--- config.mk ---
export PLATFORM = sky130hd
export DESIGN_NAME = scp_port
export DESIGN_NICKNAME = d
export VERILOG_FILES = /design/src/scp_pkg.sv /design/src/scp_port.sv /design/src/scp_sync.sv /design/src/scp_regs.sv
export SDC_FILE = /design/constraint.sdc
export NUM_CORES = 1
export LEC_CHECK = 0
export BUFFER_PORTS_ARGS = -buffer_cell sky130_fd_sc_hd__buf_2
export CAP_MARGIN = 20
export CORE_AREA = 3 3 139 141
export CTS_CLUSTER_SIZE = 16
export DETAILED_ROUTE_END_ITERATION = 10
export DIE_AREA = 0 0 142 144
export PLACE_DENSITY_LB_ADDON = 0.08
export SETUP_SLACK_MARGIN = 0.3
export SLEW_MARGIN = 20
export SYNTH_ARGS = -nofsm -noshare
export SYNTH_HDL_FRONTEND = slang
export SYNTH_SLANG_ARGS = --single-unit
--- constraint.sdc ---
create_clock -name i_clk -period 2.2 [get_ports i_clk]
set_input_delay 0.33 -clock i_clk [delete_from_list [all_inputs] [get_ports i_clk]]
set_output_delay 0.33 -clock i_clk [all_outputs]
set_load 0.1 [all_outputs]
--- src/scp_pkg.sv ---
package scp_pkg;

  localparam int unsigned ADDR_W = 13;
  localparam int unsigned DATA_W = 8;

  localparam logic [12:0] ADDR_PORT_CONFIG  = 13'h0000;
  localparam logic [12:0] ADDR_CHIP_ID      = 13'h0001;
  localparam logic [12:0] ADDR_FLEX_RES     = 13'h0004;
  localparam logic [12:0] ADDR_DEVICE_INDEX = 13'h0005;
  localparam logic [12:0] ADDR_GLOBAL_CLOCK = 13'h0009;
  localparam logic [12:0] ADDR_SHADOW_UPD   = 13'h00ff;

  localparam logic [7:0] RST_PORT_CONFIG  = 8'h18;
  localparam logic [7:0] RST_FLEX_RES     = 8'h0f;
  localparam logic [3:0] RST_DEVICE_INDEX = 4'hf;
  localparam logic [7:0] RST_GLOBAL_CLOCK = 8'h01;

  localparam int unsigned CFG_LSB_HI   = 6;
  localparam int unsigned CFG_LSB_LO   = 1;
  localparam int unsigned CFG_SRST_HI  = 5;
  localparam int unsigned CFG_SRST_LO  = 2;
  localparam int unsigned GCC_STAB_BIT = 0;
  localparam int unsigned UPD_BIT      = 0;

  localparam int unsigned INSTR_RW_BIT = 15;
  localparam int unsigned INSTR_CNT_HI = 14;
  localparam int unsigned INSTR_CNT_LO = 13;
  localparam logic [1:0]  CNT_STREAM   = 2'h3;
  localparam logic [3:0]  INSTR_LAST   = 4'hf;
  localparam logic [3:0]  BYTE_LAST    = 4'h7;

  typedef enum logic {PH_INSTR, PH_DATA} scp_phase_type;

endpackage : scp_pkg

--- src/scp_port.sv ---
// Notes on behaviour
// - Frame starts: select low, then clock rises.
// - Sixteen-bit instruction, then counted data bytes.
// - Count field 11 streams until select rises.
// - Select high between whole bytes stalls, except in a streaming data phase, which it ends.
// - Select high mid-byte aborts to new instruction.
// - Select high at power-up selects strap inputs.
// - Select tied low gives two-wire operation.
// - Two-wire streaming never ends until reset.
// - Reads turn data line around and drive registers.
// - Incoming data sampled on clock rising edge.
// - Drive after falling edge, release after rising.
// - Bit order MSB first, configurable to LSB.
// - Byte registers at documented configuration addresses.
// - Clock register defaults stabilizer on, commit copies the shadow to the active copy.
// - Only the clock register is buffered until transfer bit written.
// - Reset loads documented default register values.
module scp_port #(
  parameter logic [7:0] CHIP_ID = 8'h5c  // Arbitrary value.
) (
  input  wire logic       i_clk,
  input  wire logic       i_sys_rst,
  input  wire logic       i_spi_sclk,
  input  wire logic       i_spi_cs_n,
  input  wire logic       i_spi_sdio,
  output logic            o_spi_sdio,
  output logic            o_spi_sdio_oe_n,
  output logic            o_strap_mode,
  output logic            o_strap_sclk,
  output logic            o_strap_sdio,
  output logic            o_duty_cycle_stabilizer,
  output logic      [3:0] o_channel_enable,
  output logic      [7:0] o_flex_res,
  output logic            o_lsb_first
);

  logic                  sclk_s;
  logic                  cs_n_s;
  logic                  sdio_s;
  logic                  sclk_q;
  logic                  sclk_rise;
  logic                  sclk_fall;
  scp_pkg::scp_phase_type phase;
  logic [3:0]            bit_cnt;
  logic [15:0]           instr;
  logic [15:0]           next_instr;
  logic [7:0]            data_sh;
  logic [7:0]            next_byte;
  logic                  rd;
  logic                  streaming;
  logic [1:0]            bytes_left;
  logic [12:0]           addr;
  logic                  wr_en;
  logic [12:0]           wr_addr;
  logic [7:0]            wr_data;
  logic [7:0]            rd_byte;
  logic                  last_bit;

  function automatic logic [15:0] shift16(input logic [15:0] old, input logic d,
                                          input logic lsb);
    shift16 = lsb ? {d, old[15:1]} : {old[14:0], d};
  endfunction : shift16

  function automatic logic [7:0] shift8(input logic [7:0] old, input logic d,
                                        input logic lsb);
    shift8 = lsb ? {d, old[7:1]} : {old[6:0], d};
  endfunction : shift8

  function automatic logic pick_bit(input logic [7:0] b, input logic [3:0] idx,
                                    input logic lsb);
    logic [2:0] i;
    i        = idx[2:0];
    pick_bit = lsb ? b[i] : b[3'h7 - i];
  endfunction : pick_bit

  scp_sync #(
    .WIDTH(3)
  ) u_sync (
    .i_clk  (i_clk),
    .i_async({i_spi_sclk, i_spi_cs_n, i_spi_sdio}),
    .o_sync ({sclk_s, cs_n_s, sdio_s})
  );

  scp_regs #(
    .CHIP_ID(CHIP_ID)
  ) u_regs (
    .i_clk                  (i_clk),
    .i_sys_rst              (i_sys_rst),
    .i_wr_en                (wr_en),
    .i_wr_addr              (wr_addr),
    .i_wr_data              (wr_data),
    .i_rd_addr              (addr),
    .o_rd_data              (rd_byte),
    .o_lsb_first            (o_lsb_first),
    .o_duty_cycle_stabilizer(o_duty_cycle_stabilizer),
    .o_channel_enable       (o_channel_enable),
    .o_flex_res             (o_flex_res)
  );

  always_ff @(posedge i_clk) begin
    if (i_sys_rst) begin
      sclk_q <= 1'b0;
    end else begin
      sclk_q <= sclk_s;
    end
  end

  assign sclk_rise = sclk_s && !sclk_q;
  assign sclk_fall = !sclk_s && sclk_q;
  assign next_instr = shift16(instr, sdio_s, o_lsb_first);
  assign next_byte  = shift8(data_sh, sdio_s, o_lsb_first);
  assign last_bit   = phase == scp_pkg::PH_DATA && bit_cnt == scp_pkg::BYTE_LAST
                      && !streaming && bytes_left == 2'h0;

  // The strap level is caught while reset is held; pin levels reach it with no reset.
  always_ff @(posedge i_clk) begin
    if (i_sys_rst) begin
      o_strap_mode <= cs_n_s;
      o_strap_sclk <= 1'b0;
      o_strap_sdio <= 1'b0;
    end else begin
      o_strap_sclk <= o_strap_mode & sclk_s;
      o_strap_sdio <= o_strap_mode & sdio_s;
    end
  end

  // Frame sequencing. With select tied low nothing here ever sees it high, so a
  // streaming frame can only be left through reset.
  always_ff @(posedge i_clk) begin
    if (i_sys_rst || o_strap_mode) begin
      phase      <= scp_pkg::PH_INSTR;
      bit_cnt    <= 4'h0;
      instr      <= 16'h0000;
      data_sh    <= 8'h00;
      rd         <= 1'b0;
      streaming  <= 1'b0;
      bytes_left <= 2'h0;
      addr       <= 13'h0000;
    end else if (cs_n_s) begin
      if (bit_cnt[2:0] != 3'h0) begin
        phase   <= scp_pkg::PH_INSTR;
        bit_cnt <= 4'h0;
      end else if (phase == scp_pkg::PH_DATA && streaming) begin
        phase   <= scp_pkg::PH_INSTR;
        bit_cnt <= 4'h0;
      end
      // Otherwise the frame is stalled between bytes and resumes later.
    end else if (sclk_rise) begin
      case (phase)
        scp_pkg::PH_INSTR: begin
          instr <= next_instr;
          if (bit_cnt == scp_pkg::INSTR_LAST) begin
            phase      <= scp_pkg::PH_DATA;
            bit_cnt    <= 4'h0;
            rd         <= next_instr[scp_pkg::INSTR_RW_BIT];
            bytes_left <= next_instr[scp_pkg::INSTR_CNT_HI:scp_pkg::INSTR_CNT_LO];
            streaming  <= next_instr[scp_pkg::INSTR_CNT_HI:scp_pkg::INSTR_CNT_LO]
                          == scp_pkg::CNT_STREAM;
            addr       <= next_instr[12:0];
          end else begin
            bit_cnt <= bit_cnt + 4'h1;
          end
        end
        scp_pkg::PH_DATA: begin
          data_sh <= next_byte;
          if (bit_cnt == scp_pkg::BYTE_LAST) begin
            bit_cnt <= 4'h0;
            // Streaming walks down in MSB-first order and up in LSB-first order.
            addr    <= o_lsb_first ? addr + 13'h0001 : addr - 13'h0001;
            if (!streaming) begin
              if (bytes_left == 2'h0) begin
                phase <= scp_pkg::PH_INSTR;
              end else begin
                bytes_left <= bytes_left - 2'h1;
              end
            end
          end else begin
            bit_cnt <= bit_cnt + 4'h1;
          end
        end
        default: begin
          phase   <= scp_pkg::PH_INSTR;
          bit_cnt <= 4'h0;
        end
      endcase
    end
  end

  // Write strobe: one cycle, one clock after the last data bit is sampled.
  always_ff @(posedge i_clk) begin
    if (i_sys_rst) begin
      wr_en   <= 1'b0;
      wr_addr <= 13'h0000;
      wr_data <= 8'h00;
    end else begin
      wr_en   <= !o_strap_mode && !cs_n_s && sclk_rise && !rd
                 && phase == scp_pkg::PH_DATA && bit_cnt == scp_pkg::BYTE_LAST;
      wr_addr <= addr;
      wr_data <= next_byte;
    end
  end

  // Readback drives only after a falling edge, so the controller has released the line.
  always_ff @(posedge i_clk) begin
    if (i_sys_rst || o_strap_mode) begin
      o_spi_sdio_oe_n <= 1'b1;
      o_spi_sdio      <= 1'b0;
    end else if (cs_n_s) begin
      o_spi_sdio_oe_n <= 1'b1;
    end else if (sclk_rise && rd && last_bit) begin
      o_spi_sdio_oe_n <= 1'b1;
    end else if (sclk_fall && rd && phase == scp_pkg::PH_DATA) begin
      o_spi_sdio_oe_n <= 1'b0;
      o_spi_sdio      <= pick_bit(rd_byte, bit_cnt, o_lsb_first);
    end
  end
endmodule : scp_port

--- src/scp_sync.sv ---
module scp_sync #(
  parameter int unsigned WIDTH = 3
) (
  input  wire logic             i_clk,
  input  wire logic [WIDTH-1:0] i_async,
  output logic      [WIDTH-1:0] o_sync
);

  logic [WIDTH-1:0] meta;

  // No reset here, so that pin levels are already valid while reset is held.
  always_ff @(posedge i_clk) begin
    meta   <= i_async;
    o_sync <= meta;
  end

endmodule : scp_sync

--- src/scp_regs.sv ---
module scp_regs #(
  parameter logic [7:0] CHIP_ID = 8'h5c  // Arbitrary value.
) (
  input  wire logic        i_clk,
  input  wire logic        i_sys_rst,
  input  wire logic        i_wr_en,
  input  wire logic [12:0] i_wr_addr,
  input  wire logic [7:0]  i_wr_data,
  input  wire logic [12:0] i_rd_addr,
  output logic      [7:0]  o_rd_data,
  output logic             o_lsb_first,
  output logic             o_duty_cycle_stabilizer,
  output logic      [3:0]  o_channel_enable,
  output logic      [7:0]  o_flex_res
);

  logic [7:0] gcc_shadow;
  logic [7:0] gcc_active;
  logic       shadow_update_bit;
  logic       soft_rst;

  assign soft_rst = i_wr_en && i_wr_addr == scp_pkg::ADDR_PORT_CONFIG
                    && (i_wr_data[scp_pkg::CFG_SRST_HI] || i_wr_data[scp_pkg::CFG_SRST_LO]);

  // Unbuffered registers take effect at once.
  always_ff @(posedge i_clk) begin
    if (i_sys_rst || soft_rst) begin
      o_lsb_first      <= scp_pkg::RST_PORT_CONFIG[scp_pkg::CFG_LSB_HI];
      o_channel_enable <= scp_pkg::RST_DEVICE_INDEX;
      o_flex_res       <= scp_pkg::RST_FLEX_RES;
    end else if (i_wr_en) begin
      // Either mirrored copy selects the order, so it lands whatever order was used.
      if (i_wr_addr == scp_pkg::ADDR_PORT_CONFIG) begin
        o_lsb_first <= i_wr_data[scp_pkg::CFG_LSB_HI] | i_wr_data[scp_pkg::CFG_LSB_LO];
      end
      if (i_wr_addr == scp_pkg::ADDR_DEVICE_INDEX) begin
        o_channel_enable <= i_wr_data[3:0];
      end
      if (i_wr_addr == scp_pkg::ADDR_FLEX_RES) begin
        o_flex_res <= i_wr_data;
      end
    end
  end

  // Buffered register: shadow copy first, active copy on the transfer bit.
  always_ff @(posedge i_clk) begin
    if (i_sys_rst || soft_rst) begin
      gcc_shadow <= scp_pkg::RST_GLOBAL_CLOCK;
      gcc_active <= scp_pkg::RST_GLOBAL_CLOCK;
    end else begin
      if (i_wr_en && i_wr_addr == scp_pkg::ADDR_GLOBAL_CLOCK) begin
        gcc_shadow <= i_wr_data;
      end
      if (shadow_update_bit) begin
        gcc_active <= gcc_shadow;
      end
    end
  end

  // A new set in the cycle of the self clear wins over the clear.
  always_ff @(posedge i_clk) begin
    if (i_sys_rst || soft_rst) begin
      shadow_update_bit <= 1'b0;
    end else if (i_wr_en && i_wr_addr == scp_pkg::ADDR_SHADOW_UPD) begin
      shadow_update_bit <= i_wr_data[scp_pkg::UPD_BIT];
    end else if (shadow_update_bit) begin
      shadow_update_bit <= 1'b0;
    end
  end

  assign o_duty_cycle_stabilizer = gcc_active[scp_pkg::GCC_STAB_BIT];

  always_comb begin
    case (i_rd_addr)
      scp_pkg::ADDR_PORT_CONFIG:  o_rd_data = {1'b0, o_lsb_first, 4'h6, o_lsb_first, 1'b0};
      scp_pkg::ADDR_CHIP_ID:      o_rd_data = CHIP_ID;
      scp_pkg::ADDR_FLEX_RES:     o_rd_data = o_flex_res;
      scp_pkg::ADDR_DEVICE_INDEX: o_rd_data = {4'h0, o_channel_enable};
      scp_pkg::ADDR_GLOBAL_CLOCK: o_rd_data = gcc_shadow;
      scp_pkg::ADDR_SHADOW_UPD:   o_rd_data = {7'h00, shadow_update_bit};
      default:                    o_rd_data = 8'h00;
    endcase
  end
endmodule : scp_regs

==> metrics.md <==
| Metric | Value |
|---|---|
| Critical register-to-register path startpoint | wr_addr[5]$_SDFF_PP0_ |
| IO Port Bufs | 23 |
| Number of global-route vias before repair | 4061 |
| Post-DP HPWL | 10.1 mm |
| CTS HTree Levels | 3 |
| CTS tree | yes |
| PD cells | just under 600 nW/um^2 |
| Starting DRT DRC Count | 223 |
| Total GRT Usage | 14.2% |
| Cell types occupying the most area after synthesis | sky130_fd_sc_hd__dfxtp_1 (42%), sky130_fd_sc_hd__mux2i_1 (8.5%), sky130_fd_sc_hd__nor2_1 (6.0%), sky130_fd_sc_hd__a211oi_1 (5.4%), sky130_fd_sc_hd__nand2_1 (3.0%) |
| Max-cap violation count | 0 |
| DIE WIDTH | between 100 and 150 um |
| Syn Nets | 562 |
| Total gr overflow | 0 |
| Req. time, crit path | roughly 2.5 ns |
| Startpoint type of the worst setup path | flip-flop |
| Worst setup path start | wr_addr[5]$_SDFF_PP0_ |
| DRC violation count after routing | 0 |
| Top achievable clock speed | 0.484 GHz |
| DIE HEIGHT | 144 um |
| Type of element capturing the critical path | flip-flop |
| Final setup skew | between 0.01 and 0.015 ns |
| Final count of hold timing violations | 0 |
| Total length of routed met3 wires | 409 um |
| Clock slew at the register clock pins of the worst setup and hold paths | 0.07 ns |
| Post-synthesis cell type with the largest combined area | sky130_fd_sc_hd__dfxtp_1 |
| Hold worst-path end | u_sync.meta[1]$_DFF_P_ |
| Unique masters post-synth | 66 |
| Wire length reported by the detailed router | 14.3 mm |
| Worst reg2reg setup slack | 0.14 ns |
| Hold Path Depth | 1 |
| Fraction of post-synthesis cell area in the top cell type by area | 42.1% |
| Initial antenna violation count | 1 |
| Floorplan row count | 49 |
| Commonest cells in the synthesized netlist | sky130_fd_sc_hd__dfxtp_1 (102), sky130_fd_sc_hd__nor2_1 (77), sky130_fd_sc_hd__mux2i_1 (41) |
| Run status | completed |
| Setup-failing EPs final | 0 |
| Number of synthesized flops with an enable pin | 1 |
| Number of primary I/O pins | 24 |
| Register bit total from synthesis | ~100 |
| Synth Warn # | 0 |
| Starting utilization of the core area | between 20% and 30% |
| FFs w/ async S/R, synth | 0% |
| Arrival time at the worst endpoint | 2.36 ns |
| RD Place Congestion | roughly 0.82 |
| Most common cell in the synthesized netlist | sky130_fd_sc_hd__dfxtp_1 |
| Total met2 wirelength after detailed routing | 6.39 mm |
| Shortest period the worst path allows | 2.06 ns |
| Crit Path Max Fanout | 5 |
| Post-layout instance count excluding filler cells | roughly 840 |
| Layout net count | 622 |
| Highest-delay cell along the critical path | sky130_fd_sc_hd__or4_1 |
| Cells after synthesis | 550 |
| Largest net degree at the start of global routing | 49 |
| DR pass1 iterations | 5 |
| Normalized max-slew margin | 62.3% |
| Worst Hold Class | in2reg |
| First-pass GRT wire length | roughly 23 mm |
| Clock tree root driver cell | sky130_fd_sc_hd__clkbuf_16 |
| R2R depth | 7 |
| Count of final max-slew check failures | 0 |
| Top layer reached by signal wires | met4 |
| Layout cell share with drive strength beyond 1 | between 20 and 30% |
| Area of the core | 18100 sq um |
| Via Count | around 4200 |
| Cell area after technology mapping | slightly below 5000 sq um |
| CTS Hold Buffers Added | 0 |
| ANT nets after route | 0 |
| Total CTS buffers | 9 |
| Worst Setup Path Type | reg2reg |
| Met1 wire length | 7.31 mm |
| Placed insts | 806 |
| Flip-flop cell with the highest count after synthesis | sky130_fd_sc_hd__dfxtp_1 |
| CP max stage delay | about 0.5 ns |
| Critical path, cell by cell | or4_1, or3_4, nor4_4, buf_4, a21oi_4, clkdlybuf4s15_2, nand2_1 |
| Average cell area after synthesis | just under 9 sq um |
| CTS sink cnt | 103 |
| Ratio of final minimum period to clock period | 93.9% |
| Worst slew pin tran | approximately 0.57 ns |
| Accumulated negative setup slack | 0 ns |
| Leakage power | 2.18 nW |
| Maximum clock insertion buffer count | 2 |
| Total die area | 20400 sq um |
| Per-cell via count in the routed design | 4.97 |
| Routed wirelength normalized by instance count | 17.0 um |
| Power Total | 3.64 mW |
| Worst voltage drop across the vdd grid | 0.377 mV |
| Layout-stage area growth over the synthesis result | 28.1% |
| Sequential element share of the synthesized area | 42.7% |
| Worst reg2reg endpoint | u_regs.gcc_shadow[0]$_SDFFE_PP1P_ |
| Beginning of the worst hold path | i_spi_cs_n |
| Count of antenna diodes in the layout | 0 |
| Setup repair after global routing missed its margin | true |
| Later-pin clock latency in the skew report | approximately 0.35 ns |
## state kept, by name, summed over array words and instances (netlist names), 4 cells and up
register and cells:
instr 16, addr 13, wr_addr 13, data_sh 8
u_regs.gcc_shadow 8, u_regs.o_flex_res 8, wr_data 8, bit_cnt 4
u_regs.o_channel_enable 4
## power by group
part           internal, mW  switching (mW)  total [mW]  leakage [nW]
clock network         0.846           0.746        1.59         0.141
registers              1.88          0.0141        1.90         0.839
logic                0.0493           0.101       0.151          1.20
total                  2.78           0.861        3.64          2.18
## cells in the final DEF (no fill, tap or decap), drive strengths merged, types with 3 or more instances in the layout
master / instances
o22ai: 9
mux2i: 41
nand3: 5
or4: 4
or3b: 3
nand2b: 5
clkbuf: 12
a21o: 3
dfxtp: 102
a211oi: 35
and3: 4
nand4: 7
nor2: 78
o211ai: 3
nand3b: 5
or2: 6
nor2b: 18
buf: 86
inv: 11
and2: 5
ha: 7
nand4b: 4
nor3: 20
or3: 8
a31oi: 8
a22oi: 5
o21ai: 17
nor4: 5
nor3b: 3
a21oi: 21
nand2: 39
## cell families after synthesis
logic type      after synthesis  share of synthesized area [%]
mux                          43                           9.15
xor+xnor                      3                          0.541
compound gates              118                           16.3
flops                       103                           42.7
simple gates                228                           25.3
fa+ha+maj                     7                           1.80
buf+inv                      48                           4.28
## per-layer routing
| metal | track usage [%] | vias to the layer above |
|---|---|---|
| met5 | 0 | - |
| met4 | 4.24 | 0 |
| met3 | 2.55 | 12 |
| met2 | 21.8 | 53 |
| met1 | 20.2 | 2022 |
| li1 | - | 2106 |
## how the worst max path moves through the flow
| stage | to | slack [ns] | cells after the start |
|---|---|---|---|
| 2_1_floorplan | addr[10]$_SDFFE_PP0P_ | 0.20 | 7 |
| 3_3_place_gp | u_regs.o_lsb_first$_SDFFE_PP0P_ | 0.04 | 8 |
| 3_5_place_dp | u_regs.o_lsb_first$_SDFFE_PP0P_ | 0.03 | 8 |
| 4_1_cts | u_regs.o_lsb_first$_SDFFE_PP0P_ | 0.15 | 6 |
| 5_1_grt | addr[10]$_SDFFE_PP0P_ | 0.06 | 8 |
| 6_report | u_regs.gcc_shadow[0]$_SDFFE_PP1P_ | 0.14 | 7 |
## area by class of cell
type                    count  area [sq um]
fillers                  1856         11900
multi-input cells         399          2850
flip-flops and latches    103          2090
repair buffers             87           651
well taps                 229           287
clock buffers              12           256
inverters                  10          48.8
clock inverters             4          36.3
## critical path, delay by kind of cell, from the launching register on
family	cells	cell delay [ns]
simple gates	4	1.14
buf+inv	2	0.48
flops	1	0.32
compound gates	1	0.07
## per-stage QoR
stage	hold WS (ns)	setup WS (ns)	instance area, sq um	utilization, %
after floorplan	0.310	0.204	4900	-
after global placement	0.310	0.0441	5450	30.1
after detailed placement	0.314	0.0257	5450	30.1
after CTS	0.0618	0.149	6000	33.2
after global routing	0.0577	0.0577	6220	34.4
final	0.0769	0.135	6220	34.4
## timing repair
action                     in CTS  in global routing
setup endpoints to repair      31                 43
gates cloned                    1                  2
setup buffers                  13                  6
resized for setup              35                 38
pin swaps                      20                 15
Power figures use the tool's default switching activity.
